<file path="src/rtl/ccd_defs.svh">
// register indices, field positions, reset values and codes of the clock divider path
// assumes inclusion by bare name from the design files
`ifndef CCD_DEFS_SVH
`define CCD_DEFS_SVH

`define CCD_IDX_CH0_COUNTS 10'h190
`define CCD_IDX_CH0_BYPASS 10'h191
`define CCD_IDX_CH0_DUTY 10'h192
`define CCD_IDX_CH1_COUNTS 10'h193
`define CCD_IDX_CH1_BYPASS 10'h194
`define CCD_IDX_CH1_DUTY 10'h195
`define CCD_IDX_CH2_COUNTS 10'h196
`define CCD_IDX_CH2_BYPASS 10'h197
`define CCD_IDX_CH2_DUTY 10'h198
`define CCD_IDX_PRESC 10'h1e0
`define CCD_IDX_SRC_SEL 10'h1e1
`define CCD_CH_STRIDE 4'h3

`define CCD_NUM_REGS 11
`define CCD_SLOT_PRESC 4'h9
`define CCD_SLOT_SRC 4'ha
`define CCD_SLOT_NONE 4'hf

`define CCD_LOW_MSB 7
`define CCD_LOW_LSB 4
`define CCD_HIGH_MSB 3
`define CCD_HIGH_LSB 0
`define CCD_BYPASS_BIT 7
`define CCD_DUTY_OFF_BIT 0
`define CCD_DIRECT_BIT 1
`define CCD_PRESC_MSB 2
`define CCD_SRC_MSB 1

`define CCD_RST_COUNTS 8'h00
`define CCD_RST_BYPASS 8'h00
`define CCD_RST_DUTY 8'h00
`define CCD_RST_PRESC 8'h02
`define CCD_RST_SRC 8'h00

`define CCD_RATIO_MIN 3'h2
`define CCD_RATIO_MAX 3'h6

`define CCD_SRC_EXT_PRESC 2'h0
`define CCD_SRC_EXT_DIRECT 2'h1
`define CCD_SRC_OSC_PRESC 2'h2
`define CCD_SRC_FORBIDDEN 2'h3

`define CCD_RESP_OKAY 2'h0
`define CCD_RESP_SLVERR 2'h2

`endif

</file>
<file path="src/rtl/ccd_pkg.sv">
// types shared by the clock divider path
// assumes ccd_defs.svh for numeric constants
package ccd_pkg;

	typedef struct packed {
		logic [3:0] lowCnt;
		logic [3:0] highCnt;
	} ccd_counts_t;

	typedef struct packed {
		ccd_counts_t counts;
		logic bypass;
		logic dutyFixDisable;
		logic direct;
	} ccd_chan_cfg_t;

	typedef struct packed {
		logic rise;
		logic fall;
		logic level;
		logic levelFixed;
	} ccd_div_in_t;

	typedef enum logic {
		CCD_PH_HIGH,
		CCD_PH_LOW
	} ccd_phase_t;

endpackage

</file>
<file path="src/rtl/ccd_top.sv">
// clock divider path: source select, prescaler, three channel dividers, AXI4-Lite registers
// assumes clock sources are slow enough to be sampled at clk; AXI master on clk
// Functional notes
// - total division is prescaler times channel ratio
// - prescaler ratios 2 to 6, three-bit field
// - three channel dividers, each drives an output pair
// - bypass passes input through, idles divider
// - four-bit low and high counts, minus one
// - channels 1 and 2 offset by three, six
// - unbypassed divider divides by N+M+2
// - counts use divider input clock cycles
// - duty fix on after reset, disable per channel
// - uncorrected output high N+1, low M+1
// - bypass after odd prescaler: uncorrected or fifty
// - corrected bypass follows odd prescaler formulas
// - no prescaler: bypass keeps input duty
// - direct route keeps source duty cycle
// - two-bit source select, code three forbidden
//
// Our own choice: register access over AXI4-Lite.
`timescale 1ns/10ps
`default_nettype none
`include "ccd_defs.svh"

module ccd_top
	import ccd_pkg::*;
(
	input wire logic clk,
	input wire logic rst,
	input wire logic extClkIn,
	input wire logic oscClkIn,
	output logic outputPair0A,
	output logic outputPair0B,
	output logic outputPair1A,
	output logic outputPair1B,
	output logic outputPair2A,
	output logic outputPair2B,
	input wire logic [11:0] s_axi_awaddr,
	input wire logic s_axi_awvalid,
	output logic s_axi_awready,
	input wire logic [31:0] s_axi_wdata,
	input wire logic [3:0] s_axi_wstrb,
	input wire logic s_axi_wvalid,
	output logic s_axi_wready,
	output logic [1:0] s_axi_bresp,
	output logic s_axi_bvalid,
	input wire logic s_axi_bready,
	input wire logic [11:0] s_axi_araddr,
	input wire logic s_axi_arvalid,
	output logic s_axi_arready,
	output logic [31:0] s_axi_rdata,
	output logic [1:0] s_axi_rresp,
	output logic s_axi_rvalid,
	input wire logic s_axi_rready
);

	// maps a byte address to a register slot
	function automatic logic [3:0] regSlot(input logic [11:0] addr);
		logic [9:0] idx;
		logic [9:0] rel;
		idx = addr[11:2];
		rel = idx - `CCD_IDX_CH0_COUNTS;
		if (addr[1:0] != 2'h0) begin
			regSlot = `CCD_SLOT_NONE;
		end else if (idx >= `CCD_IDX_CH0_COUNTS && idx <= `CCD_IDX_CH2_DUTY) begin
			regSlot = rel[3:0];
		end else if (idx == `CCD_IDX_PRESC) begin
			regSlot = `CCD_SLOT_PRESC;
		end else if (idx == `CCD_IDX_SRC_SEL) begin
			regSlot = `CCD_SLOT_SRC;
		end else begin
			regSlot = `CCD_SLOT_NONE;
		end
	endfunction

	// maps the ratio field to a usable ratio
	function automatic logic [2:0] prescRatio(input logic [2:0] field);
		if (field < `CCD_RATIO_MIN || field > `CCD_RATIO_MAX) begin
			prescRatio = `CCD_RATIO_MIN;
		end else begin
			prescRatio = field;
		end
	endfunction

	// ---- register file ----
	logic [7:0] regs_q [`CCD_NUM_REGS];

	// ---- write channel ----
	logic awHeld_q;
	logic [11:0] awAddr_q;
	logic wHeld_q;
	logic [31:0] wData_q;
	logic [3:0] wStrb_q;
	logic bValid_q;
	logic [1:0] bResp_q;

	wire awTake = s_axi_awvalid & s_axi_awready;
	wire wTake = s_axi_wvalid & s_axi_wready;
	wire doWrite = awHeld_q & wHeld_q & ~bValid_q;
	wire [3:0] wrSlot = regSlot(awAddr_q);
	wire wrHit = (wrSlot != `CCD_SLOT_NONE);
	wire wrLane = wStrb_q[0];

	assign s_axi_awready = ~awHeld_q & ~bValid_q;
	assign s_axi_wready = ~wHeld_q & ~bValid_q;
	assign s_axi_bvalid = bValid_q;
	assign s_axi_bresp = bResp_q;

	always_ff @(posedge clk or posedge rst) begin
		if (rst) begin
			awHeld_q <= 1'b0;
			awAddr_q <= 12'h000;
		end else if (awTake) begin
			awHeld_q <= 1'b1;
			awAddr_q <= s_axi_awaddr;
		end else if (doWrite) begin
			awHeld_q <= 1'b0;
		end
	end

	always_ff @(posedge clk or posedge rst) begin
		if (rst) begin
			wHeld_q <= 1'b0;
			wData_q <= 32'h00000000;
			wStrb_q <= 4'h0;
		end else if (wTake) begin
			wHeld_q <= 1'b1;
			wData_q <= s_axi_wdata;
			wStrb_q <= s_axi_wstrb;
		end else if (doWrite) begin
			wHeld_q <= 1'b0;
		end
	end

	always_ff @(posedge clk or posedge rst) begin
		if (rst) begin
			bValid_q <= 1'b0;
			bResp_q <= `CCD_RESP_OKAY;
		end else if (doWrite) begin
			bValid_q <= 1'b1;
			bResp_q <= wrHit ? `CCD_RESP_OKAY : `CCD_RESP_SLVERR;
		end else if (s_axi_bready) begin
			bValid_q <= 1'b0;
		end
	end

	always_ff @(posedge clk or posedge rst) begin
		if (rst) begin
			for (int i = 0; i < 9; i++) begin
				if (i % 3 == 0) begin
					regs_q[i] <= `CCD_RST_COUNTS;
				end else if (i % 3 == 1) begin
					regs_q[i] <= `CCD_RST_BYPASS;
				end else begin
					regs_q[i] <= `CCD_RST_DUTY;
				end
			end
			regs_q[`CCD_SLOT_PRESC] <= `CCD_RST_PRESC;
			regs_q[`CCD_SLOT_SRC] <= `CCD_RST_SRC;
		end else if (doWrite && wrHit && wrLane) begin
			regs_q[wrSlot] <= wData_q[7:0];
		end
	end

	// ---- read channel ----
	logic rValid_q;
	logic [31:0] rData_q;
	logic [1:0] rResp_q;

	wire arTake = s_axi_arvalid & s_axi_arready;
	wire [3:0] rdSlot = regSlot(s_axi_araddr);
	wire rdHit = (rdSlot != `CCD_SLOT_NONE);
	wire [7:0] rdByte = rdHit ? regs_q[rdSlot] : 8'h00;

	assign s_axi_arready = ~rValid_q;
	assign s_axi_rvalid = rValid_q;
	assign s_axi_rdata = rData_q;
	assign s_axi_rresp = rResp_q;

	always_ff @(posedge clk or posedge rst) begin
		if (rst) begin
			rValid_q <= 1'b0;
			rData_q <= 32'h00000000;
			rResp_q <= `CCD_RESP_OKAY;
		end else if (arTake) begin
			rValid_q <= 1'b1;
			rData_q <= {24'h000000, rdByte};
			rResp_q <= rdHit ? `CCD_RESP_OKAY : `CCD_RESP_SLVERR;
		end else if (s_axi_rready) begin
			rValid_q <= 1'b0;
		end
	end

	// ---- configuration decode ----
	wire [1:0] srcSel = regs_q[`CCD_SLOT_SRC][`CCD_SRC_MSB:0];
	wire pathEnable = (srcSel != `CCD_SRC_FORBIDDEN);
	wire usePresc = (srcSel == `CCD_SRC_EXT_PRESC) | (srcSel == `CCD_SRC_OSC_PRESC);
	wire useOsc = (srcSel == `CCD_SRC_OSC_PRESC);
	wire [2:0] ratioSel = prescRatio(regs_q[`CCD_SLOT_PRESC][`CCD_PRESC_MSB:0]);

	ccd_chan_cfg_t chanCfg [3];

	for (genvar c = 0; c < 3; c++) begin : g_cfg
		localparam int Base = 3 * c;
		assign chanCfg[c].counts.lowCnt = regs_q[Base][`CCD_LOW_MSB:`CCD_LOW_LSB];
		assign chanCfg[c].counts.highCnt = regs_q[Base][`CCD_HIGH_MSB:`CCD_HIGH_LSB];
		assign chanCfg[c].bypass = regs_q[Base + 1][`CCD_BYPASS_BIT];
		assign chanCfg[c].dutyFixDisable = regs_q[Base + 2][`CCD_DUTY_OFF_BIT];
		// direct route only exists when the prescaler input is selected
		assign chanCfg[c].direct = regs_q[Base + 2][`CCD_DIRECT_BIT] & usePresc;
	end

	// ---- source sampling ----
	logic [1:0] srcMeta_q;
	logic [1:0] srcSync_q;
	logic srcLast_q;

	always_ff @(posedge clk or posedge rst) begin
		if (rst) begin
			srcMeta_q <= 2'h0;
			srcSync_q <= 2'h0;
		end else begin
			srcMeta_q <= {oscClkIn, extClkIn};
			srcSync_q <= srcMeta_q;
		end
	end

	wire srcLevel = useOsc ? srcSync_q[1] : srcSync_q[0];

	always_ff @(posedge clk or posedge rst) begin
		if (rst) begin
			srcLast_q <= 1'b0;
		end else begin
			srcLast_q <= srcLevel;
		end
	end

	// a change of source is not an edge of the new source
	logic srcPick_q;

	always_ff @(posedge clk or posedge rst) begin
		if (rst) begin
			srcPick_q <= 1'b0;
		end else begin
			srcPick_q <= useOsc;
		end
	end

	wire srcSwitch = (srcPick_q != useOsc);
	wire srcRise = srcLevel & ~srcLast_q & ~srcSwitch;
	wire srcFall = ~srcLevel & srcLast_q & ~srcSwitch;

	// ---- prescaler ----
	logic [2:0] presCnt_q;
	logic [2:0] presRatio_q;
	logic presBase_q;
	logic presExt_q;
	logic presRise_q;
	logic presFall_q;

	wire presWrap = (presCnt_q == presRatio_q - 3'h1);
	wire [2:0] presCntNext = presWrap ? 3'h0 : presCnt_q + 3'h1;
	wire [2:0] presRatioNext = presWrap ? ratioSel : presRatio_q;
	wire [2:0] presHalf = {1'b0, presRatioNext[2:1]};
	wire presOdd = presRatio_q[0];
	// half-cycle point: source rise for even ratios, following fall for odd ones
	wire presFallEven = srcRise & (presCntNext == presHalf);
	wire presFallOdd = srcFall & presExt_q & ~presBase_q;

	always_ff @(posedge clk or posedge rst) begin
		if (rst) begin
			presCnt_q <= 3'h0;
			presRatio_q <= `CCD_RATIO_MIN;
			presBase_q <= 1'b0;
			presRise_q <= 1'b0;
			presFall_q <= 1'b0;
		end else if (!usePresc) begin
			presCnt_q <= 3'h0;
			presRatio_q <= ratioSel;
			presBase_q <= 1'b0;
			presRise_q <= 1'b0;
			presFall_q <= 1'b0;
		end else begin
			presRise_q <= srcRise & (presCntNext == 3'h0);
			presFall_q <= presOdd ? presFallOdd : presFallEven;
			if (srcRise) begin
				presCnt_q <= presCntNext;
				presRatio_q <= presRatioNext;
				presBase_q <= (presCntNext < presHalf);
			end
		end
	end

	// stretched copy for odd ratios, released on the source falling edge
	always_ff @(posedge clk or posedge rst) begin
		if (rst) begin
			presExt_q <= 1'b0;
		end else if (!usePresc) begin
			presExt_q <= 1'b0;
		end else if (srcRise && presCntNext == 3'h0) begin
			presExt_q <= 1'b1;
		end else if (srcFall && !presBase_q) begin
			presExt_q <= 1'b0;
		end
	end

	// ---- divider input selection ----
	ccd_div_in_t divIn;

	assign divIn.rise = usePresc ? presRise_q : srcRise;
	assign divIn.fall = usePresc ? presFall_q : srcFall;
	assign divIn.level = usePresc ? presBase_q : srcLevel;
	assign divIn.levelFixed = usePresc ? (presOdd ? presExt_q : presBase_q) : srcLevel;

	// ---- channels ----
	logic [2:0] chanOut;

	for (genvar c = 0; c < 3; c++) begin : g_chan
		ccd_chan_div u_chan (
			.clk(clk),
			.rst(rst),
			.enable(pathEnable),
			.divIn(divIn),
			.srcLevel(srcLevel),
			.cfg(chanCfg[c]),
			.chanOut(chanOut[c])
		);
	end

	assign outputPair0A = chanOut[0];
	assign outputPair0B = chanOut[0];
	assign outputPair1A = chanOut[1];
	assign outputPair1B = chanOut[1];
	assign outputPair2A = chanOut[2];
	assign outputPair2B = chanOut[2];

endmodule
`default_nettype wire

</file>
<file path="src/rtl/ccd_chan_div.sv">
// one channel divider: high/low counting, bypass, direct route, duty fix
// assumes divider input events already synchronised to clk
`timescale 1ns/10ps
`default_nettype none
`include "ccd_defs.svh"

module ccd_chan_div
	import ccd_pkg::*;
(
	input wire logic clk,
	input wire logic rst,
	input wire logic enable,
	input wire ccd_div_in_t divIn,
	input wire logic srcLevel,
	input wire ccd_chan_cfg_t cfg,
	output logic chanOut
);

	ccd_phase_t phase_q, phase_d;
	logic [3:0] cnt_q, cnt_d;
	ccd_counts_t shadow_q, shadow_d;
	logic extend_q, extend_d;
	logic out_q, out_d;

	// bypass holds the counter idle
	wire running = enable & ~cfg.bypass & ~cfg.direct;
	wire dutyFix = ~cfg.dutyFixDisable;
	wire [3:0] phaseLimit = (phase_q == CCD_PH_HIGH) ? shadow_q.highCnt : shadow_q.lowCnt;
	wire phaseEnd = divIn.rise & (cnt_q == phaseLimit);
	wire oddSplit = ({1'b0, shadow_q.lowCnt} == ({1'b0, shadow_q.highCnt} + 5'h01));

	always_comb begin
		phase_d = phase_q;
		cnt_d = cnt_q;
		shadow_d = shadow_q;
		extend_d = extend_q;
		if (!running) begin
			phase_d = CCD_PH_HIGH;
			cnt_d = 4'h0;
			shadow_d = cfg.counts;
			extend_d = 1'b0;
		end else if (phaseEnd) begin
			cnt_d = 4'h0;
			if (phase_q == CCD_PH_HIGH) begin
				phase_d = CCD_PH_LOW;
				extend_d = dutyFix & oddSplit;
			end else begin
				phase_d = CCD_PH_HIGH;
				shadow_d = cfg.counts;
			end
		end else begin
			if (divIn.rise) begin
				cnt_d = cnt_q + 4'h1;
			end
			if (divIn.fall) begin
				extend_d = 1'b0;
			end
		end
	end

	always_comb begin
		if (!enable) begin
			out_d = 1'b0;
		end else if (cfg.direct) begin
			out_d = srcLevel;
		end else if (cfg.bypass) begin
			out_d = dutyFix ? divIn.levelFixed : divIn.level;
		end else begin
			out_d = (phase_d == CCD_PH_HIGH) | extend_d;
		end
	end

	always_ff @(posedge clk or posedge rst) begin
		if (rst) begin
			phase_q <= CCD_PH_HIGH;
			cnt_q <= 4'h0;
			shadow_q <= '0;
			extend_q <= 1'b0;
			out_q <= 1'b0;
		end else begin
			phase_q <= phase_d;
			cnt_q <= cnt_d;
			shadow_q <= shadow_d;
			extend_q <= extend_d;
			out_q <= out_d;
		end
	end

	assign chanOut = out_q;

endmodule
`default_nettype wire

</file>
<file path="config.mk">
export PLATFORM = sky130hd
export DESIGN_NAME = ccd_top
export DESIGN_NICKNAME = d
export VERILOG_FILES = /design/src/rtl/ccd_pkg.sv /design/src/rtl/ccd_top.sv /design/src/rtl/ccd_chan_div.sv
export VERILOG_INCLUDE_DIRS = /design/src /design/src/rtl
export SDC_FILE = /design/constraint.sdc
export NUM_CORES = 1
export LEC_CHECK = 0
export BUFFER_PORTS_ARGS = -buffer_cell sky130_fd_sc_hd__buf_4
export CAP_MARGIN = 20
export CORE_ASPECT_RATIO = 0.9
export CORE_MARGIN = 2
export CORE_UTILIZATION = 53
export CTS_CLUSTER_DIAMETER = 50
export DETAILED_ROUTE_END_ITERATION = 8
export PLACE_DENSITY_LB_ADDON = 0.05
export SYNTH_ARGS = -nofsm -noshare
export SYNTH_HDL_FRONTEND = slang
export SYNTH_HIERARCHICAL = 1
export SYNTH_SLANG_ARGS = --single-unit
</file>
<file path="constraint.sdc">
create_clock -name clk -period 4.85 [get_ports clk]
set_input_delay 0.2425 -clock clk [delete_from_list [all_inputs] [get_ports clk]]
set_output_delay 0.2425 -clock clk [all_outputs]
set_load 0.02 [all_outputs]
</file>
==> out/qor.txt <==
status - completed
CP startpoint kind - flop
# clock sinks - 184
Avg Vias per Cell - 5.87
I/O Buffers - 62
final cycle utilization of the critical path - 74.6%
WP data required - 5200 ps
fmax - 276 MHz
Post-synth top flop - dfrtp_1
Rows - 46
largest net degree at the start of global routing - 94
Clock Tree Buf Depth - 2
CTS Root Cell - clkbuf_16
final slew viol count - 0
Synth Register Bits - 184
DR WL/cell - 19.6 microns
Synth top area share - 47.5%
vias in the first global route - 6571
post-synthesis sequential area ratio - 48.0%
Final Setup Violations - 0
DRC Markers - 0
Leak Pwr - 0.00507 uW
P&R area growth vs syn - 11.8%
Hold Startpoint - s_axi_awaddr[0]
FF-to-FF Start - regs_q[1]
total track usage - 23.5%
RSZ-0062 raised after global routing - false
dpl hpwl - 15400 microns
Die Y - 132 microns
Setup Buffers After CTS - 0
flop-to-flop setup slack - 1230 ps
max-cap violation count - 0
Top Metal Used - met4
Peak supply drop - 274 uV
critical path endpoint category - flop
Avg Cell Area, Syn - 12.1 sq um
Synthesis Warnings - 6
Reg clk slew, reported paths - 70 ps
clock latency on the worst-skew pair - 430 ps
measured slew at the worst slew-check pin - 918 ps
I/O pin total - 116
relative slew slack - 38.8%
Tightest Hold Check Type - input pin to flop
kind of critical path - flop to flop
H-tree depth - 4
Mapped Cells - 792
1st-iter DRT viols - 407
Synth area leaders - dfrtp_1 47%, mux2_2 17%, mux2i_1 4.3%, buf_4 2.3%, xor2_1 1.9%
crit path DAT - 3960 ps
Layout Cells excl Fill - 1095
DIE AREA - 19200 sq um
met2 WL - 10400 microns
initial antenna violation count - 0
Max FO, Critical Path - 27
Placed Cells - 1059
hold-fix buffers at CTS - 5
Detailed Route WL - 21500 microns
Final Skew - 8.32 ps
final period demand of the worst path - 3620 ps
Core ar. - 17700 sq um
Routed Antenna Nets - 0
number of synthesized flops with an enable pin - 0
PD cells - 398 nW/um^2
Finished Core Util - 60.7%
via count - 6433
starting density of the core - 54.3%
Overflow after GRT - 0
Fin. Hold Viols - 0
ant diodes - 0
die width - 146 microns
TritonRoute pass-1 iters - 6
post_cts resized - 0
Distinct cells, synth - 65
gpl congestion - 0.841
origin of the worst setup path - regs_q[1]
Post-Syn Area - 9600 sq um
met3 WL post-DR - 938 microns
Yosys top cell by area - dfrtp_1
layout cells sized above 1 - 31.5%
global-route wire length before repair - 35400 microns
Post-synth ARST share - 100%
CTS tree - done
setup TNS - 0 ps
total CTS buffers - 17
DRT met1 WL - 9840 microns
nets@finish - 922
-- worst max-delay path, cell delays in order (launching register included) --
cell      delay (ps)
dfrtp_1          370
nor2b_1          330
mux2_2           310
nor3b_1          640
mux2_2           600
nand2b_1         130
mux2i_1          200
nand4_1          310
or3_1            440
a31oi_1          190
-- cells in the mapped netlist (4+ instances only) --
cell / instances
dfrtp_1: 182
mux2_2: 143
mux2i_1: 41
buf_4: 30
nand3_1: 25
and3_1: 22
nand2_1: 21
nand2b_1: 21
xor2_1: 21
clkbuf_1: 19
a211oi_1: 18
nor2_1: 18
a21oi_1: 16
xnor2_1: 16
a31oi_1: 14
o21ai_0: 12
ha_1: 10
inv_1: 10
o21a_1: 9
a221o_1: 8
a222oi_1: 8
nand3b_1: 8
nor2b_1: 8
buf_2: 6
buf_6: 6
nor3_1: 6
nor3_4: 6
nor3b_1: 6
and2_1: 5
buf_1: 5
nand4_1: 5
or3_1: 5
a21oi_4: 4
nand3_2: 4
or2_2: 4
-- sequential cells by signal, summed over array words and instances, names as in the netlist, 8 cells and up --
register	count
s_axi_rdata	8
chanCfg	30
g_chan.u_chan/shadow_q	24
regs_q	58
awAddr_q	12
g_chan.u_chan/cnt_q	12
wData_q	8
-- report_power, final --
part	leakage [uW]	total [uW]	switching (uW)	internal, uW
combinational	0.00235	841	431	410
clock	0.000290	1380	652	731
sequential	0.00243	2050	327	1720
-- placed cells by master, fill, tap and decap left out, drive strengths merged, types with 8 or more instances in the layout --
master / instances
a211oi: 18
a21oi: 21
a221o: 8
a222oi: 8
a31oi: 14
and3: 22
buf: 68
clkbuf: 17
conb: 26
dfrtp: 182
ha: 10
inv: 16
mux2: 146
mux2i: 41
nand2: 21
nand2b: 21
nand3: 29
nand3b: 9
nor2: 18
nor2b: 8
nor3: 12
o21a: 9
o21ai: 16
xnor2: 16
xor2: 21
-- layout make-up --
type	count	area, sq um
well taps	240	300
inverters	10	42.5
multi-input cells	557	4630
fillers	1403	6940
repair buffers	73	561
clock buffers	17	425
flip-flops and latches	184	4610
clock inverters	14	163
-- per-layer routing --
metal	track usage (%)	up-vias
met2	38.1	180
met3	4.90	20
li1	-	2973
met1	32.2	3260
met4	6.54	0
met5	0	-
-- path summary, 6_finish.rpt --
kind                       depth (start not counted)                           end
max reg2reg                                        9     g_chan[0].u_chan/extend_q
min reg2reg                                        0                  srcSync_q[1]
max in group asynchronous                          4                    regs_q[28]
min in group asynchronous                          3  g_chan[2].u_chan/shadow_q[5]
min                                                2                   awAddr_q[0]
max                                                9     g_chan[0].u_chan/extend_q
-- per-stage QoR --
step                cell area (sq um)  hold slack [ps]  total power [uW]  setup WS (ps)
floorplan                        9690              144              2660            886
finish                          10700             36.5              4280           1230
global route                    10700             15.5              4510            922
CTS                             10700             22.4              4300           1250
detailed placement              10100              339              2920           1270
global placement                10100              345              2860           1470
-- logic make-up after synthesis --
family,Yosys count,synth area share [%]
and+or+nand+nor,189,12.7
muxes,187,21.4
DFF,184,48.0
AOI/OAI and AO/OA,108,8.44
buffers and inverters,76,4.69
xor gates and xnor gates,37,3.38
adders and majority gates,10,1.30
other,1,0.0391
Power figures use the tool's default switching activity.
